$ cat config.mk
export PLATFORM = sky130hd
export DESIGN_NAME = tcic_top
export DESIGN_NICKNAME = d
export VERILOG_FILES = /design/src/tcic_pkg.sv /design/src/tcic_filter.sv /design/src/tcic_edge_div.sv /design/src/tcic_top.sv
export SDC_FILE = /design/constraint.sdc
export NUM_CORES = 1
export LEC_CHECK = 0
export BUFFER_PORTS_ARGS = -buffer_cell sky130_fd_sc_hd__buf_2
export CORE_UTILIZATION = 45
export DETAILED_ROUTE_END_ITERATION = 16
export GPL_TIMING_DRIVEN = 0
export PLACE_DENSITY_LB_ADDON = 0.08
export SLEW_MARGIN = 10
export SYNTH_ARGS = -nofsm -noshare
export SYNTH_HDL_FRONTEND = slang
export SYNTH_SLANG_ARGS = --single-unit
$ cat constraint.sdc
create_clock -name i_clock -period 6.1 [get_ports i_clock]
set_input_delay 0.61 -clock i_clock [delete_from_list [all_inputs] [get_ports i_clock]]
set_output_delay 0.61 -clock i_clock [all_outputs]
set_load 0.02 [all_outputs]
$ cat src/tcic_pkg.sv
// Purpose: Shared constants, types and tables for capture conditioning
// Assumes: 32-bit register words, byte addresses on the register bus
// Notes:   Filter tables give sample counts and dead-time divisor powers
package tcic_pkg;

  // ****************************************
  // Register map
  // ****************************************
  localparam int ADDR_W = 8;
  localparam logic [7:0] OFS_CAPVIEW = 8'h18;
  localparam logic [7:0] OFS_ENPOL = 8'h20;
  localparam logic [7:0] OFS_STATUS = 8'h24;
  localparam logic [31:0] RST_CAPVIEW = 32'h0000_0000;
  localparam logic [31:0] RST_ENPOL = 32'h0000_0000;
  localparam logic [31:0] MASK_CAPVIEW = 32'h0000_FFFF;
  localparam logic [31:0] MASK_ENPOL = 32'h0000_00BB;
  localparam logic [3:0] STRB_WORD = 4'hF;
  localparam logic [1:0] RESP_OKAY = 2'h0;
  localparam logic [1:0] RESP_SLVERR = 2'h2;

  // ****************************************
  // Field positions
  // ****************************************
  localparam int CV_DIR_LSB = 0;
  localparam int CV_PSC_LSB = 2;
  localparam int CV_FLT_LSB = 4;
  localparam int CV_CH_STRIDE = 8;
  localparam int EP_EN_BIT = 0;
  localparam int EP_P_BIT = 1;
  localparam int EP_NP_BIT = 3;
  localparam int EP_CH_STRIDE = 4;
  localparam int NUM_CH = 2;
  localparam int PREDIV_W = 5;
  localparam int CAPCNT_W = 8;

  // ****************************************
  // Types
  // ****************************************
  typedef enum logic [1:0] {
    DIR_OUT = 2'h0,
    DIR_OWN = 2'h1,
    DIR_NEIGH = 2'h2,
    DIR_TRIG = 2'h3
  } tcic_dir_e;

  localparam logic [1:0] POL_RISE = 2'h0;
  localparam logic [1:0] POL_FALL = 2'h1;
  localparam logic [1:0] POL_BOTH = 2'h3;
  localparam logic [3:0] FLT_OFF = 4'h0;

  typedef struct packed {
    logic [3:0] filter_sel;
    logic [1:0] edge_divider;
    tcic_dir_e dir_sel;
    logic cc_enable;
    logic polarity;
    logic comp_polarity;
  } tcic_chcfg_s;

  // Consecutive samples needed per filter code
  function automatic logic [3:0] flt_count(input logic [3:0] sel);
    unique case (sel)
      4'h1: flt_count = 4'h2;
      4'h2: flt_count = 4'h4;
      4'h3, 4'h5, 4'h7, 4'h9, 4'hC, 4'hF: flt_count = 4'h8;
      4'h4, 4'h6, 4'h8, 4'hB, 4'hE: flt_count = 4'h6;
      4'hA, 4'hD: flt_count = 4'h5;
      default: flt_count = 4'h1;
    endcase
  endfunction

  // Power of two dividing the dead-time clock, zero for kernel clock
  function automatic logic [2:0] flt_div_log2(input logic [3:0] sel);
    unique case (sel)
      4'h4, 4'h5: flt_div_log2 = 3'h1;
      4'h6, 4'h7: flt_div_log2 = 3'h2;
      4'h8, 4'h9: flt_div_log2 = 3'h3;
      4'hA, 4'hB, 4'hC: flt_div_log2 = 3'h4;
      4'hD, 4'hE, 4'hF: flt_div_log2 = 3'h5;
      default: flt_div_log2 = 3'h0;
    endcase
  endfunction

endpackage

$ cat src/tcic_filter.sv
// Purpose: Digital glitch filter for one capture channel input
// Assumes: Dead-time sample clock equals the kernel clock
// Notes:   Sample ticks come from a shared free-running predivider
`timescale 1ns/1ps
module tcic_filter import tcic_pkg::*; #(
  parameter int CNT_W = 4
) (
  input wire logic i_clock,
  input wire logic i_rst,
  input wire logic i_in,
  input wire logic [3:0] i_sel,
  input wire logic [PREDIV_W-1:0] i_prediv,
  output logic o_level
);
  if (CNT_W < 4) begin : g_chk
    $error("tcic_filter: CNT_W too small");
  end

  logic level_r, level_nxt;
  logic [CNT_W-1:0] cnt_r, cnt_nxt;
  logic [CNT_W-1:0] need_m1;
  logic [PREDIV_W-1:0] mask;
  logic tick;

  // ****************************************
  // Sample and count
  // ****************************************
  always_comb begin
    need_m1 = CNT_W'(flt_count(i_sel) - 4'h1);
    mask = PREDIV_W'((6'h01 << flt_div_log2(i_sel)) - 6'h01);
    tick = ((i_prediv & mask) == mask);
    level_nxt = level_r;
    cnt_nxt = cnt_r;
    if (i_sel == FLT_OFF) begin
      level_nxt = i_in;
      cnt_nxt = '0;
    end else if (tick) begin
      if (i_in == level_r) begin
        cnt_nxt = '0;
      end else if (cnt_r >= need_m1) begin
        level_nxt = i_in;
        cnt_nxt = '0;
      end else begin
        cnt_nxt = cnt_r + 1'b1;
      end
    end
  end

  always_ff @(posedge i_clock or posedge i_rst) begin
    if (i_rst) begin
      level_r <= 1'b0;
      cnt_r <= '0;
    end else begin
      level_r <= level_nxt;
      cnt_r <= cnt_nxt;
    end
  end

  assign o_level = level_r;

  a_filter_bypass: assert property (@(posedge i_clock) disable iff (i_rst)
    (i_sel == FLT_OFF) |=> (level_r == $past(i_in)))
    else $error("filter bypass did not follow input");

  a_filter_count_gate: assert property (@(posedge i_clock)
    disable iff (i_rst)
    ($past(i_sel) != FLT_OFF && level_r != $past(level_r))
    |-> ($past(cnt_r) >= $past(need_m1) && $past(tick)))
    else $error("filter level changed before count reached");

endmodule // tcic_filter

$ cat src/tcic_edge_div.sv
// Purpose: Polarity edge select and capture prescaler for one channel
// Assumes: Input is the routed level, a filtered channel or the raw trigger
// Notes:   Capture pulse is one cycle, registered
`timescale 1ns/1ps
module tcic_edge_div import tcic_pkg::*; (
  input wire logic i_clock,
  input wire logic i_rst,
  input wire tcic_chcfg_s i_cfg,
  input wire logic i_level,
  output logic o_capture
);
  logic prev_r, prev_nxt;
  logic cap_r, cap_nxt;
  logic [2:0] cnt_r, cnt_nxt;
  logic [2:0] limit;
  logic rise, fall, hit;

  // ****************************************
  // Edge selection and counting
  // ****************************************
  always_comb begin
    rise = i_level & ~prev_r;
    fall = ~i_level & prev_r;
    unique case ({i_cfg.comp_polarity, i_cfg.polarity})
      POL_FALL: hit = fall;
      POL_BOTH: hit = rise | fall;
      default: hit = rise;
    endcase
    hit = hit && (i_cfg.dir_sel != DIR_OUT) && i_cfg.cc_enable;
    limit = 3'((4'h1 << i_cfg.edge_divider) - 4'h1);
    prev_nxt = i_level;
    cap_nxt = 1'b0;
    cnt_nxt = cnt_r;
    if (!i_cfg.cc_enable) begin
      cnt_nxt = '0;
    end else if (hit) begin
      if (cnt_r == limit) begin
        cap_nxt = 1'b1;
        cnt_nxt = '0;
      end else begin
        cnt_nxt = cnt_r + 1'b1;
      end
    end
  end

  always_ff @(posedge i_clock or posedge i_rst) begin
    if (i_rst) begin
      prev_r <= 1'b0;
      cap_r <= 1'b0;
      cnt_r <= '0;
    end else begin
      prev_r <= prev_nxt;
      cap_r <= cap_nxt;
      cnt_r <= cnt_nxt;
    end
  end

  assign o_capture = cap_r;

  a_psc_clear: assert property (@(posedge i_clock) disable iff (i_rst)
    !i_cfg.cc_enable |=> (cnt_r == '0 && !cap_r))
    else $error("prescaler not cleared while disabled");

  a_psc_bypass: assert property (@(posedge i_clock) disable iff (i_rst)
    (hit && i_cfg.edge_divider == '0) |=> cap_r)
    else $error("bypassed prescaler missed an edge");

  a_cap_on_count: assert property (@(posedge i_clock) disable iff (i_rst)
    cap_r |-> ($past(hit) && $past(cnt_r) == $past(limit)))
    else $error("capture fired off the selected count");

endmodule // tcic_edge_div

$ cat src/tcic_top.sv
// Purpose: Capture input conditioning for two timer channels
// Assumes: AXI4-Lite register access, inputs synchronous to i_clock
// Notes:   Dead-time sample clock is the kernel clock
//
// The AXI4-Lite slave port is this design's own decision.
`timescale 1ns/1ps
module tcic_top import tcic_pkg::*; (
  input wire logic i_clock,
  input wire logic i_rst,
  input wire logic i_axi_awvalid,
  output logic o_axi_awready,
  input wire logic [ADDR_W-1:0] i_axi_awaddr,
  input wire logic i_axi_wvalid,
  output logic o_axi_wready,
  input wire logic [31:0] i_axi_wdata,
  input wire logic [3:0] i_axi_wstrb,
  output logic o_axi_bvalid,
  input wire logic i_axi_bready,
  output logic [1:0] o_axi_bresp,
  input wire logic i_axi_arvalid,
  output logic o_axi_arready,
  input wire logic [ADDR_W-1:0] i_axi_araddr,
  output logic o_axi_rvalid,
  input wire logic i_axi_rready,
  output logic [31:0] o_axi_rdata,
  output logic [1:0] o_axi_rresp,
  input wire logic i_chan0_input,
  input wire logic i_chan1_input,
  input wire logic i_internal_trigger_sel,
  output logic o_chan0_filtered_edge_a,
  output logic o_chan1_filtered_edge_to_a,
  output logic o_chan0_selected_input,
  output logic o_chan1_selected_input,
  output logic [NUM_CH-1:0] o_capture
);

  // ****************************************
  // Register bus state
  // ****************************************
  logic aw_hold_r, aw_hold_nxt;
  logic w_hold_r, w_hold_nxt;
  logic [ADDR_W-1:0] awaddr_r, awaddr_nxt;
  logic [31:0] wdata_r, wdata_nxt;
  logic [3:0] wstrb_r, wstrb_nxt;
  logic bvalid_r, bvalid_nxt;
  logic [1:0] bresp_r, bresp_nxt;
  logic rvalid_r, rvalid_nxt;
  logic [31:0] rdata_r, rdata_nxt;
  logic [1:0] rresp_r, rresp_nxt;
  logic [31:0] cv_r, cv_nxt;
  logic [31:0] ep_r, ep_nxt;
  logic [31:0] merged;
  logic [31:0] status;
  logic [ADDR_W-1:0] wr_word, rd_word;
  logic do_wr;

  // ****************************************
  // Datapath state
  // ****************************************
  logic [PREDIV_W-1:0] prediv_r, prediv_nxt;
  logic [CAPCNT_W-1:0] capcnt_r [NUM_CH];
  logic [CAPCNT_W-1:0] capcnt_nxt [NUM_CH];
  tcic_chcfg_s cfg [NUM_CH];
  logic [NUM_CH-1:0] raw_in;
  logic [NUM_CH-1:0] filt;
  logic [NUM_CH-1:0] routed;
  logic [NUM_CH-1:0] cap;

  assign o_axi_awready = !aw_hold_r && !bvalid_r;
  assign o_axi_wready = !w_hold_r && !bvalid_r;
  assign o_axi_arready = !rvalid_r;
  assign o_axi_bvalid = bvalid_r;
  assign o_axi_bresp = bresp_r;
  assign o_axi_rvalid = rvalid_r;
  assign o_axi_rdata = rdata_r;
  assign o_axi_rresp = rresp_r;

  // ****************************************
  // Write path
  // ****************************************
  always_comb begin
    aw_hold_nxt = aw_hold_r;
    w_hold_nxt = w_hold_r;
    awaddr_nxt = awaddr_r;
    wdata_nxt = wdata_r;
    wstrb_nxt = wstrb_r;
    bvalid_nxt = bvalid_r;
    bresp_nxt = bresp_r;
    cv_nxt = cv_r;
    ep_nxt = ep_r;
    merged = ep_r;
    wr_word = {awaddr_r[ADDR_W-1:2], 2'h0};
    do_wr = aw_hold_r && w_hold_r && !bvalid_r;
    if (i_axi_awvalid && o_axi_awready) begin
      aw_hold_nxt = 1'b1;
      awaddr_nxt = i_axi_awaddr;
    end
    if (i_axi_wvalid && o_axi_wready) begin
      w_hold_nxt = 1'b1;
      wdata_nxt = i_axi_wdata;
      wstrb_nxt = i_axi_wstrb;
    end
    for (int b = 0; b < 4; b++) begin
      if (wstrb_r[b]) begin
        merged[b*8 +: 8] = wdata_r[b*8 +: 8];
      end
    end
    if (do_wr) begin
      aw_hold_nxt = 1'b0;
      w_hold_nxt = 1'b0;
      bvalid_nxt = 1'b1;
      bresp_nxt = RESP_OKAY;
      if (wr_word == OFS_ENPOL) begin
        ep_nxt = merged & MASK_ENPOL;
      end else if (wr_word == OFS_CAPVIEW && wstrb_r == STRB_WORD) begin
        cv_nxt = wdata_r & MASK_CAPVIEW;
        for (int c = 0; c < NUM_CH; c++) begin
          if (ep_r[c*EP_CH_STRIDE + EP_EN_BIT]) begin
            cv_nxt[c*CV_CH_STRIDE + CV_DIR_LSB +: 2] =
              cv_r[c*CV_CH_STRIDE + CV_DIR_LSB +: 2];
          end
        end
      end else begin
        bresp_nxt = RESP_SLVERR;
      end
    end
    if (bvalid_r && i_axi_bready) begin
      bvalid_nxt = 1'b0;
    end
  end

  always_ff @(posedge i_clock or posedge i_rst) begin
    if (i_rst) begin
      aw_hold_r <= 1'b0;
      w_hold_r <= 1'b0;
      awaddr_r <= '0;
      wdata_r <= '0;
      wstrb_r <= '0;
      bvalid_r <= 1'b0;
      bresp_r <= RESP_OKAY;
      cv_r <= RST_CAPVIEW;
      ep_r <= RST_ENPOL;
    end else begin
      aw_hold_r <= aw_hold_nxt;
      w_hold_r <= w_hold_nxt;
      awaddr_r <= awaddr_nxt;
      wdata_r <= wdata_nxt;
      wstrb_r <= wstrb_nxt;
      bvalid_r <= bvalid_nxt;
      bresp_r <= bresp_nxt;
      cv_r <= cv_nxt;
      ep_r <= ep_nxt;
    end
  end

  // ****************************************
  // Read path
  // ****************************************
  always_comb begin
    rvalid_nxt = rvalid_r;
    rdata_nxt = rdata_r;
    rresp_nxt = rresp_r;
    rd_word = {i_axi_araddr[ADDR_W-1:2], 2'h0};
    status = {capcnt_r[1], capcnt_r[0], 14'h0000, filt};
    if (i_axi_arvalid && o_axi_arready) begin
      rvalid_nxt = 1'b1;
      rresp_nxt = RESP_OKAY;
      if (rd_word == OFS_CAPVIEW) begin
        rdata_nxt = cv_r;
      end else if (rd_word == OFS_ENPOL) begin
        rdata_nxt = ep_r;
      end else if (rd_word == OFS_STATUS) begin
        rdata_nxt = status;
      end else begin
        rdata_nxt = '0;
        rresp_nxt = RESP_SLVERR;
      end
    end else if (rvalid_r && i_axi_rready) begin
      rvalid_nxt = 1'b0;
    end
  end

  always_ff @(posedge i_clock or posedge i_rst) begin
    if (i_rst) begin
      rvalid_r <= 1'b0;
      rdata_r <= '0;
      rresp_r <= RESP_OKAY;
    end else begin
      rvalid_r <= rvalid_nxt;
      rdata_r <= rdata_nxt;
      rresp_r <= rresp_nxt;
    end
  end

  // ****************************************
  // Sample predivider and capture counters
  // ****************************************
  always_comb begin
    prediv_nxt = prediv_r + 1'b1;
    for (int c = 0; c < NUM_CH; c++) begin
      capcnt_nxt[c] = capcnt_r[c] + CAPCNT_W'(cap[c]);
    end
  end

  always_ff @(posedge i_clock or posedge i_rst) begin
    if (i_rst) begin
      prediv_r <= '0;
      for (int c = 0; c < NUM_CH; c++) begin
        capcnt_r[c] <= '0;
      end
    end else begin
      prediv_r <= prediv_nxt;
      for (int c = 0; c < NUM_CH; c++) begin
        capcnt_r[c] <= capcnt_nxt[c];
      end
    end
  end

  // ****************************************
  // Channels
  // ****************************************
  assign raw_in = {i_chan1_input, i_chan0_input};

  for (genvar g = 0; g < NUM_CH; g++) begin : g_ch
    always_comb begin
      cfg[g].filter_sel = cv_r[g*CV_CH_STRIDE + CV_FLT_LSB +: 4];
      cfg[g].edge_divider = cv_r[g*CV_CH_STRIDE + CV_PSC_LSB +: 2];
      cfg[g].dir_sel = tcic_dir_e'(cv_r[g*CV_CH_STRIDE + CV_DIR_LSB +: 2]);
      cfg[g].cc_enable = ep_r[g*EP_CH_STRIDE + EP_EN_BIT];
      cfg[g].polarity = ep_r[g*EP_CH_STRIDE + EP_P_BIT];
      cfg[g].comp_polarity = ep_r[g*EP_CH_STRIDE + EP_NP_BIT];
      unique case (cfg[g].dir_sel)
        DIR_NEIGH: routed[g] = filt[NUM_CH-1-g];
        DIR_TRIG: routed[g] = i_internal_trigger_sel;
        DIR_OWN: routed[g] = filt[g];
        DIR_OUT: routed[g] = 1'b0;
      endcase
    end

    tcic_filter #(.CNT_W(4)) u_filter (
      .i_clock(i_clock),
      .i_rst(i_rst),
      .i_in(raw_in[g]),
      .i_sel(cfg[g].filter_sel),
      .i_prediv(prediv_r),
      .o_level(filt[g])
    );

    tcic_edge_div u_edge (
      .i_clock(i_clock),
      .i_rst(i_rst),
      .i_cfg(cfg[g]),
      .i_level(routed[g]),
      .o_capture(cap[g])
    );
  end

  assign o_chan0_filtered_edge_a = filt[0];
  assign o_chan1_filtered_edge_to_a = filt[1];
  assign o_chan0_selected_input = routed[0];
  assign o_chan1_selected_input = routed[1];
  assign o_capture = cap;

  // ****************************************
  // Checks
  // ****************************************
  a_enpol_reserved: assert property (@(posedge i_clock) disable iff (i_rst)
    (ep_r & ~MASK_ENPOL) == '0)
    else $error("reserved enable bits set");

  a_dir_locked: assert property (@(posedge i_clock) disable iff (i_rst)
    $past(ep_r[EP_EN_BIT]) |->
    cv_r[CV_DIR_LSB +: 2] == $past(cv_r[CV_DIR_LSB +: 2]))
    else $error("mode changed while channel enabled");

  a_route_neigh: assert property (@(posedge i_clock) disable iff (i_rst)
    (cfg[0].dir_sel == DIR_NEIGH) |->
    (o_chan0_selected_input == filt[1]))
    else $error("neighbour routing wrong");

  a_bad_addr_resp: assert property (@(posedge i_clock) disable iff (i_rst)
    (do_wr && wr_word != OFS_ENPOL && wr_word != OFS_CAPVIEW)
    |=> (bvalid_r && bresp_r == RESP_SLVERR && $stable(ep_r)))
    else $error("unmapped write not refused");

endmodule // tcic_top

==> flow_metrics.tcl, run 1 <==
set metrics [dict create \
    status "completed" \
    rrSetupSlack_ns 2.88 \
    dieArea_um2 14580 \
    clock-root-buffer "clkbuf_16" \
    cts.repair.resized 0 \
    yosysSeqAreaShare_pct 50.08 \
    synth-edff-count 0 \
    hpwl_um 9633 \
    synth_cell_type_count 60 \
    cts.reportedPaths.clkPinSlew_ns 0.06 \
    max_freq_mhz 310.6 \
    first_pass_iters 4 \
    setup_violations 0 \
    wirelength_um 13090 \
    drive_gt1_share_pct 26.91 \
    cts_tree "yes" \
    min_period_ns 3.219 \
    fp.dieH_um 120.8 \
    area_growth_pct 20.82 \
    final_common_cell "dfrtp_1" \
    n_antenna_cell 0 \
    antenna_found_initial 0 \
    nets 781 \
    fin_tns_setup_ns 0 \
    wire_per_inst_um 14.96 \
    ys_warn_count 0 \
    syn_area_per_cell_um2 11.04 \
    via_per_inst 5.203 \
    synth_area_leaders "dfrtp_1, mux2_2, ha_1, nand2_1, o21ai_0" \
    grt_max_degree 86 \
    boundaryPins 109 \
    grt_pass1_wl_um 22090 \
    rsz0062_at_grt "no" \
    r2r_start "cv_r[5]$_DFFE_PP0P_" \
    io_buffers 86 \
    ir_worst_vdd_uv 216.3 \
    clkSinkCount 127 \
    hold_class "primary input to async pin" \
    power_density_nw_per_um2 335.6 \
    synth_top_area_share_pct 50.08 \
    hold_buffers 0 \
    syn_area_um2 6346 \
    crit_type "register to register" \
    leakagePower_nw 3.648 \
    switching_share_pct 27.00 \
    yosys.area.top_type "dfrtp_1" \
    p_switching_uw 694.8 \
    async_flop_share_pct 100.0 \
    drc 0 \
    stdcell_count 875 \
    grt.overflow.total 0 \
    clock_latency_ns 0.42 \
    synth_ff_type "dfrtp_1" \
    clk_path_buf_depth 2 \
    cts_max_level 4 \
    power_mw 2.573 \
    netlist_instances 575 \
    hold_violations 0 \
    cts_buffers 17 \
    layout_common_cells "dfrtp_1, buf_2, nand2_1, mux2_2, o21ai_0" \
    utilization_pct 55.45 \
    setup.worst_path.end_class "register" \
    power.share.sequential_pct 41.9 \
    postRouteAntennaNets 0 \
    die_w_um 120.8 \
    period_share_pct 52.77 \
    clock_skew_ns 0.004713 \
    start_util_pct 45.90 \
    num_vias 4553 \
    maxCapViolCount 0 \
    crit_required_ns 6.40 \
    rr_endpoint "g_ch[0].u_filter.o_level$_DFFE_PP0P_" \
    rows 43 \
    final_max_slew_viol_count 0 \
    tightestPinTransition_ns 0.7765 \
    clockPowerShare_pct 41.7 \
    slew_headroom_pct 48.23 \
    p_int_mw 1.878 \
    dp.cells 843 \
    critical_path.max_fanout 9 \
    grt_pass1_vias 4490 \
    rr_worst_depth 13 \
    power_frac_comb_pct 16.3 \
    coreArea_um2 13830 \
    crit_arrival_ns 3.52 \
    synth-seq-cells 127 \
    gp_congestion 0.7743 \
    cts_setup_buffers 0 \
    drtIter0Drc 207 \
    cp-start-kind "register" \
    grt_use_total_pct 19.85 \
]
==> worst max-delay path, cell delays in order (launching register included) <==
cell and delay, ns:
dfrtp_1 0.54, inv_1 0.19, ha_1 0.29, mux2i_1 0.14, nor2_1 0.07, a21oi_1 0.22, ha_1 0.21, xnor2_1 0.07
ha_1 0.30, nand2_1 0.05, o21ai_0 0.31, a221oi_1 0.15, a221oi_2 0.22, mux2_1 0.34
==> worst max-delay path by stage <==
stage,startpoint,slack (ns),endpoint,cells after the start
floorplan,i_rst,2.11,aw_hold_r$_DFFE_PP0P_,1
global placement,i_rst,0.71,g_ch[1].u_filter.cnt_r[1]$_DFFE_PP0P_,2
detailed placement,cv_r[5]$_DFFE_PP0P_,2.90,g_ch[0].u_filter.o_level$_DFFE_PP0P_,13
CTS,cv_r[5]$_DFFE_PP0P_,2.88,g_ch[0].u_filter.o_level$_DFFE_PP0P_,13
global route,cv_r[5]$_DFFE_PP0P_,2.54,g_ch[0].u_filter.o_level$_DFFE_PP0P_,13
finish,cv_r[5]$_DFFE_PP0P_,2.88,g_ch[0].u_filter.o_level$_DFFE_PP0P_,13
==> power groups by stage <==
stage,Sequential (mW),Clock [mW],Combinational [mW]
after floorplan,1.07,0,0.318
after global placement,1.09,0,0.409
after detailed placement,1.09,0,0.427
after CTS,1.08,1.10,0.428
after global routing,1.10,1.14,0.475
final,1.08,1.07,0.420
==> flip-flops by register name, indices dropped and copies added, names as in the netlist <==
signal                 cells
capcnt_r                  16
g_ch.u_edge.o_capture      2
o_axi_bresp                1
g_ch.u_edge.cnt_r          6
cv_r                      16
wstrb_r                    4
o_axi_rresp                1
w_hold_r                   1
g_ch.u_filter.o_level      2
ep_r                       6
wdata_r                   16
prediv_r                   5
g_ch.u_filter.cnt_r        8
o_axi_rvalid               1
o_axi_rdata               32
awaddr_r                   6
g_ch.u_edge.prev_r         2
o_axi_bvalid               1
aw_hold_r                  1
==> metal layers <==
metal  routed length, um  global-route usage [%]
met5                   0                       0
met4                 240                   8.642
met3                 518                   4.811
met2                6206                   31.50
met1                6121                   25.84
==> synth_stat cells (5+ instances only) <==
cell	number
dfrtp_1	127
nand2_1	59
mux2_2	46
o21ai_0	38
ha_1	37
inv_1	29
nor2_1	23
nand3_1	18
a22o_1	16
xnor2_1	15
mux2i_1	12
a21oi_1	10
nand2b_1	10
clkbuf_1	9
xor2_1	9
nor2b_1	8
and3_1	6
o211ai_1	6
a21boi_0	5
and2_1	5
buf_2	5
buf_4	5
nand3b_1	5
nor3_1	5
o21a_1	5
==> through the flow <==
stage	cell area, um2	setup WS (ns)	hold slack, ns
3_3_place_gp	7005	0.7068	0.4595
5_1_grt	7667	2.539	0.2124
4_1_cts	7667	2.882	0.1953
3_5_place_dp	7038	2.899	0.4649
2_1_floorplan	6350	2.106	0.4454
6_report	7667	2.881	0.1935
==> final cells by class <==
type	count	area [um2]
inverter	29	113.9
multi-input combinational	398	2947
clock inverter	13	186.4
buffer	22	116.4
sequential	127	3178
clock buffer	19	442.9
tap	180	225.2
timing repair buffer	87	457.9
fill	1203	6160
==> kinds of logic (layout without fill, tap and decap cells) <==
family,after synthesis,count (layout),share of synthesized area (%)
compound gates,115,115,12.58
mux,61,61,10.63
fa+ha+maj,37,37,7.295
xor+xnor,24,24,3.312
flops,127,127,50.08
buf+inv,51,170,3.549
simple gates,159,159,12.50
other cells,1,2,0.05909
Power figures use the tool's default switching activity.
==> inputs of run 2 (changes only) <==
clock period = 2.7 ns   (was 6.1 ns; I/O delays follow)
==> run 2 against run 1 <==
  * The run now ends with setup timing left
  * Clock-buffer cell count down 1
  * Worst setup slack worse by 2.9 ns
  * Non-clock buffer count up 16
  * Cell count up 1.9%
  * Power up 120%
  * Utilization up 2.7 points
==> flow_metrics.tcl, run 2 (synthesized netlist as in run 1, its figures left out) <==
set metrics [dict create \
    grt.overflow.total 0 \
    crit_type "register to register" \
    boundaryPins 109 \
    cts_max_level 4 \
    p_switching_mw 1.689 \
    crit_arrival_ns 3.05 \
    drtIter0Drc 246 \
    grt_pass1_wl_um 22880 \
    power_mw 5.684 \
    final_max_slew_viol_count 0 \
    hpwl_um 9927 \
    start_util_pct 45.90 \
    gp_congestion 0.7671 \
    die_w_um 120.8 \
    power.share.sequential_pct 42.8 \
    clock_latency_ns 0.42 \
    clock-root-buffer "clkbuf_16" \
    drc 0 \
    dieArea_um2 14580 \
    grt_use_total_pct 20.40 \
    cp-start-kind "register" \
    clockPowerShare_pct 37.0 \
    postRouteAntennaNets 0 \
    status "complete, but fails checks" \
    min_period_ns 2.744 \
    io_buffers 86 \
    coreArea_um2 13830 \
    clkSinkCount 127 \
    maxCapViolCount 0 \
    power_frac_comb_pct 20.3 \
    cts.reportedPaths.clkPinSlew_ns 0.06 \
    area_growth_pct 26.66 \
    wirelength_um 13720 \
    period_share_pct 101.6 \
    switching_share_pct 29.71 \
    cts_tree "yes" \
    setup_violations 1 \
    wire_per_inst_um 15.38 \
    slew_headroom_pct 49.13 \
    nets 797 \
    setup.worst_path.end_class "register" \
    layout_common_cells "dfrtp_1, buf_2, nand2_1, mux2_2, o21ai_0" \
    clock_skew_ns 0.007583 \
    multi_input_area_um2 3219 \
    grt_max_degree 40 \
    fin_tns_setup_ns -0.04385 \
    violations "setup timing" \
    rsz0062_at_grt "yes" \
    hold_class "primary input to register" \
    power_density_nw_per_um2 707.2 \
    holdWs_ns 0.02802 \
    fp.dieH_um 120.8 \
    largest_reg_flops 32 \
    via_per_inst 5.312 \
    antenna_found_initial 1 \
    hold_violations 0 \
    worstPathCellList "buf_6, ha_1, mux2i_1, nor2_1, a21oi_2, ha_2, xnor2_1, ha_1, a21oi_2, o21ai_4, a221oi_2, a221oi_2, mux2_1" \
    fillers 1196 \
    clk_path_buf_depth 2 \
    crit_required_ns 3.00 \
    final_common_cell "dfrtp_1" \
    slowest_stage "dfrtp_2" \
    critical_path.max_fanout 8 \
    max_freq_mhz 364.5 \
    leakagePower_nw 3.759 \
    p_int_mw 3.996 \
    grt_pass1_vias 4644 \
    critical_path_buf_inv_count 1 \
    ir_worst_vdd_uv 506.5 \
    layout_setup_ws_ns -0.04385 \
    crit_family "compound AO/OA/AOI/OAI gates" \
    cts_buffers 17 \
    seq_area_um2 3184 \
    place_ws_ns -0.3041 \
    first_pass_iters 4 \
    tightestPinTransition_ns 0.7630 \
    crit_path_max_incr_delay_ns 0.43 \
    rows 43 \
    num_vias 4738 \
    drive_gt1_share_pct 34.88 \
]
## run 2: cell count changes in the layout (fill, tap and decap cells not counted), moves of 4 or more
cell	before	now
inv_1	28	24
a21oi_2	0	4
bufinv_16	4	0
buf_6	1	5
a21oi_1	10	5
ha_1	37	27
nor2_1	23	18
dfrtp_2	0	5
buf_4	5	16
dfrtp_1	127	122
ha_4	0	7
## run 2: timing repair
item,in CTS,in global routing
gates resized for setup,26,46
pin swaps,7,22
endpoints found under the hold margin,26,0
hold buffers,1,0
setup endpoints to repair,10,10
setup buffers,11,2
gates cloned,0,0
## run 2: worst paths after layout
path	from	to	slack [ns]	cells after the start
min	i_axi_rready	o_axi_rvalid$_DFFE_PP0P_	0.03	2
max reg2reg	cv_r[5]$_DFFE_PP0P_	g_ch[0].u_filter.o_level$_DFFE_PP0P_	-0.04	13
min reg2reg	o_axi_rdata[8]$_DFFE_PP0P_	o_axi_rdata[8]$_DFFE_PP0P_	0.47	2
max	cv_r[5]$_DFFE_PP0P_	g_ch[0].u_filter.o_level$_DFFE_PP0P_	-0.04	13
min in group asynchronous	i_rst	capcnt_r[8]$_DFF_PP0_	0.48	3
max in group asynchronous	i_rst	cv_r[4]$_DFFE_PP0P_	1.39	5
## run 2: stage by stage
step / instance area, um2 / util, % / cells
finish: 8038 / 58.13 / 892
global route: 8038 / 58.13 / 892
CTS: 7792 / 56.36 / 889
detailed placement: 7078 / 51.19 / 845
global placement: 7018 / 50.76 / 842
floorplan: 6362 / - / 576
## run 2: final cells by class
class / count / share of cell area [%]
Multi-Input combinational cell: 398 / 40.05
Sequential cell: 127 / 39.62
Timing Repair Buffer: 103 / 7.581
Clock buffer: 18 / 5.464
Tap cell: 180 / 2.802
Buffer: 22 / 1.603
Inverter: 29 / 1.494
Clock inverter: 14 / 1.354
Antenna cell: 1 / 0.03113
## run 2: power groups by stage
stage                     clock (mW)  sequential, mW  combinational [mW]
after global routing            2.24            2.48                1.28
after global placement             0            2.46               0.931
final                           2.10            2.43                1.15
after floorplan                    0            2.42               0.725
after detailed placement           0            2.47               0.976
after CTS                       2.15            2.43                1.05
## run 2: worst register-to-register path, stage by stage, from the launching register on
cell	delay, ns
dfrtp_2	0.43
buf_6	0.15
ha_1	0.19
mux2i_1	0.14
nor2_1	0.07
a21oi_2	0.14
ha_2	0.19
xnor2_1	0.12
ha_1	0.28
a21oi_2	0.18
o21ai_4	0.11
a221oi_2	0.27
a221oi_2	0.06
mux2_1	0.32
## run 2: routing by layer
layer / track usage (%) / part of all wire [%]
met3: 4.858 / 4.0
met1: 26.11 / 45
met2: 33.08 / 49
met4: 8.565 / 2.2
met5: 0 / 0
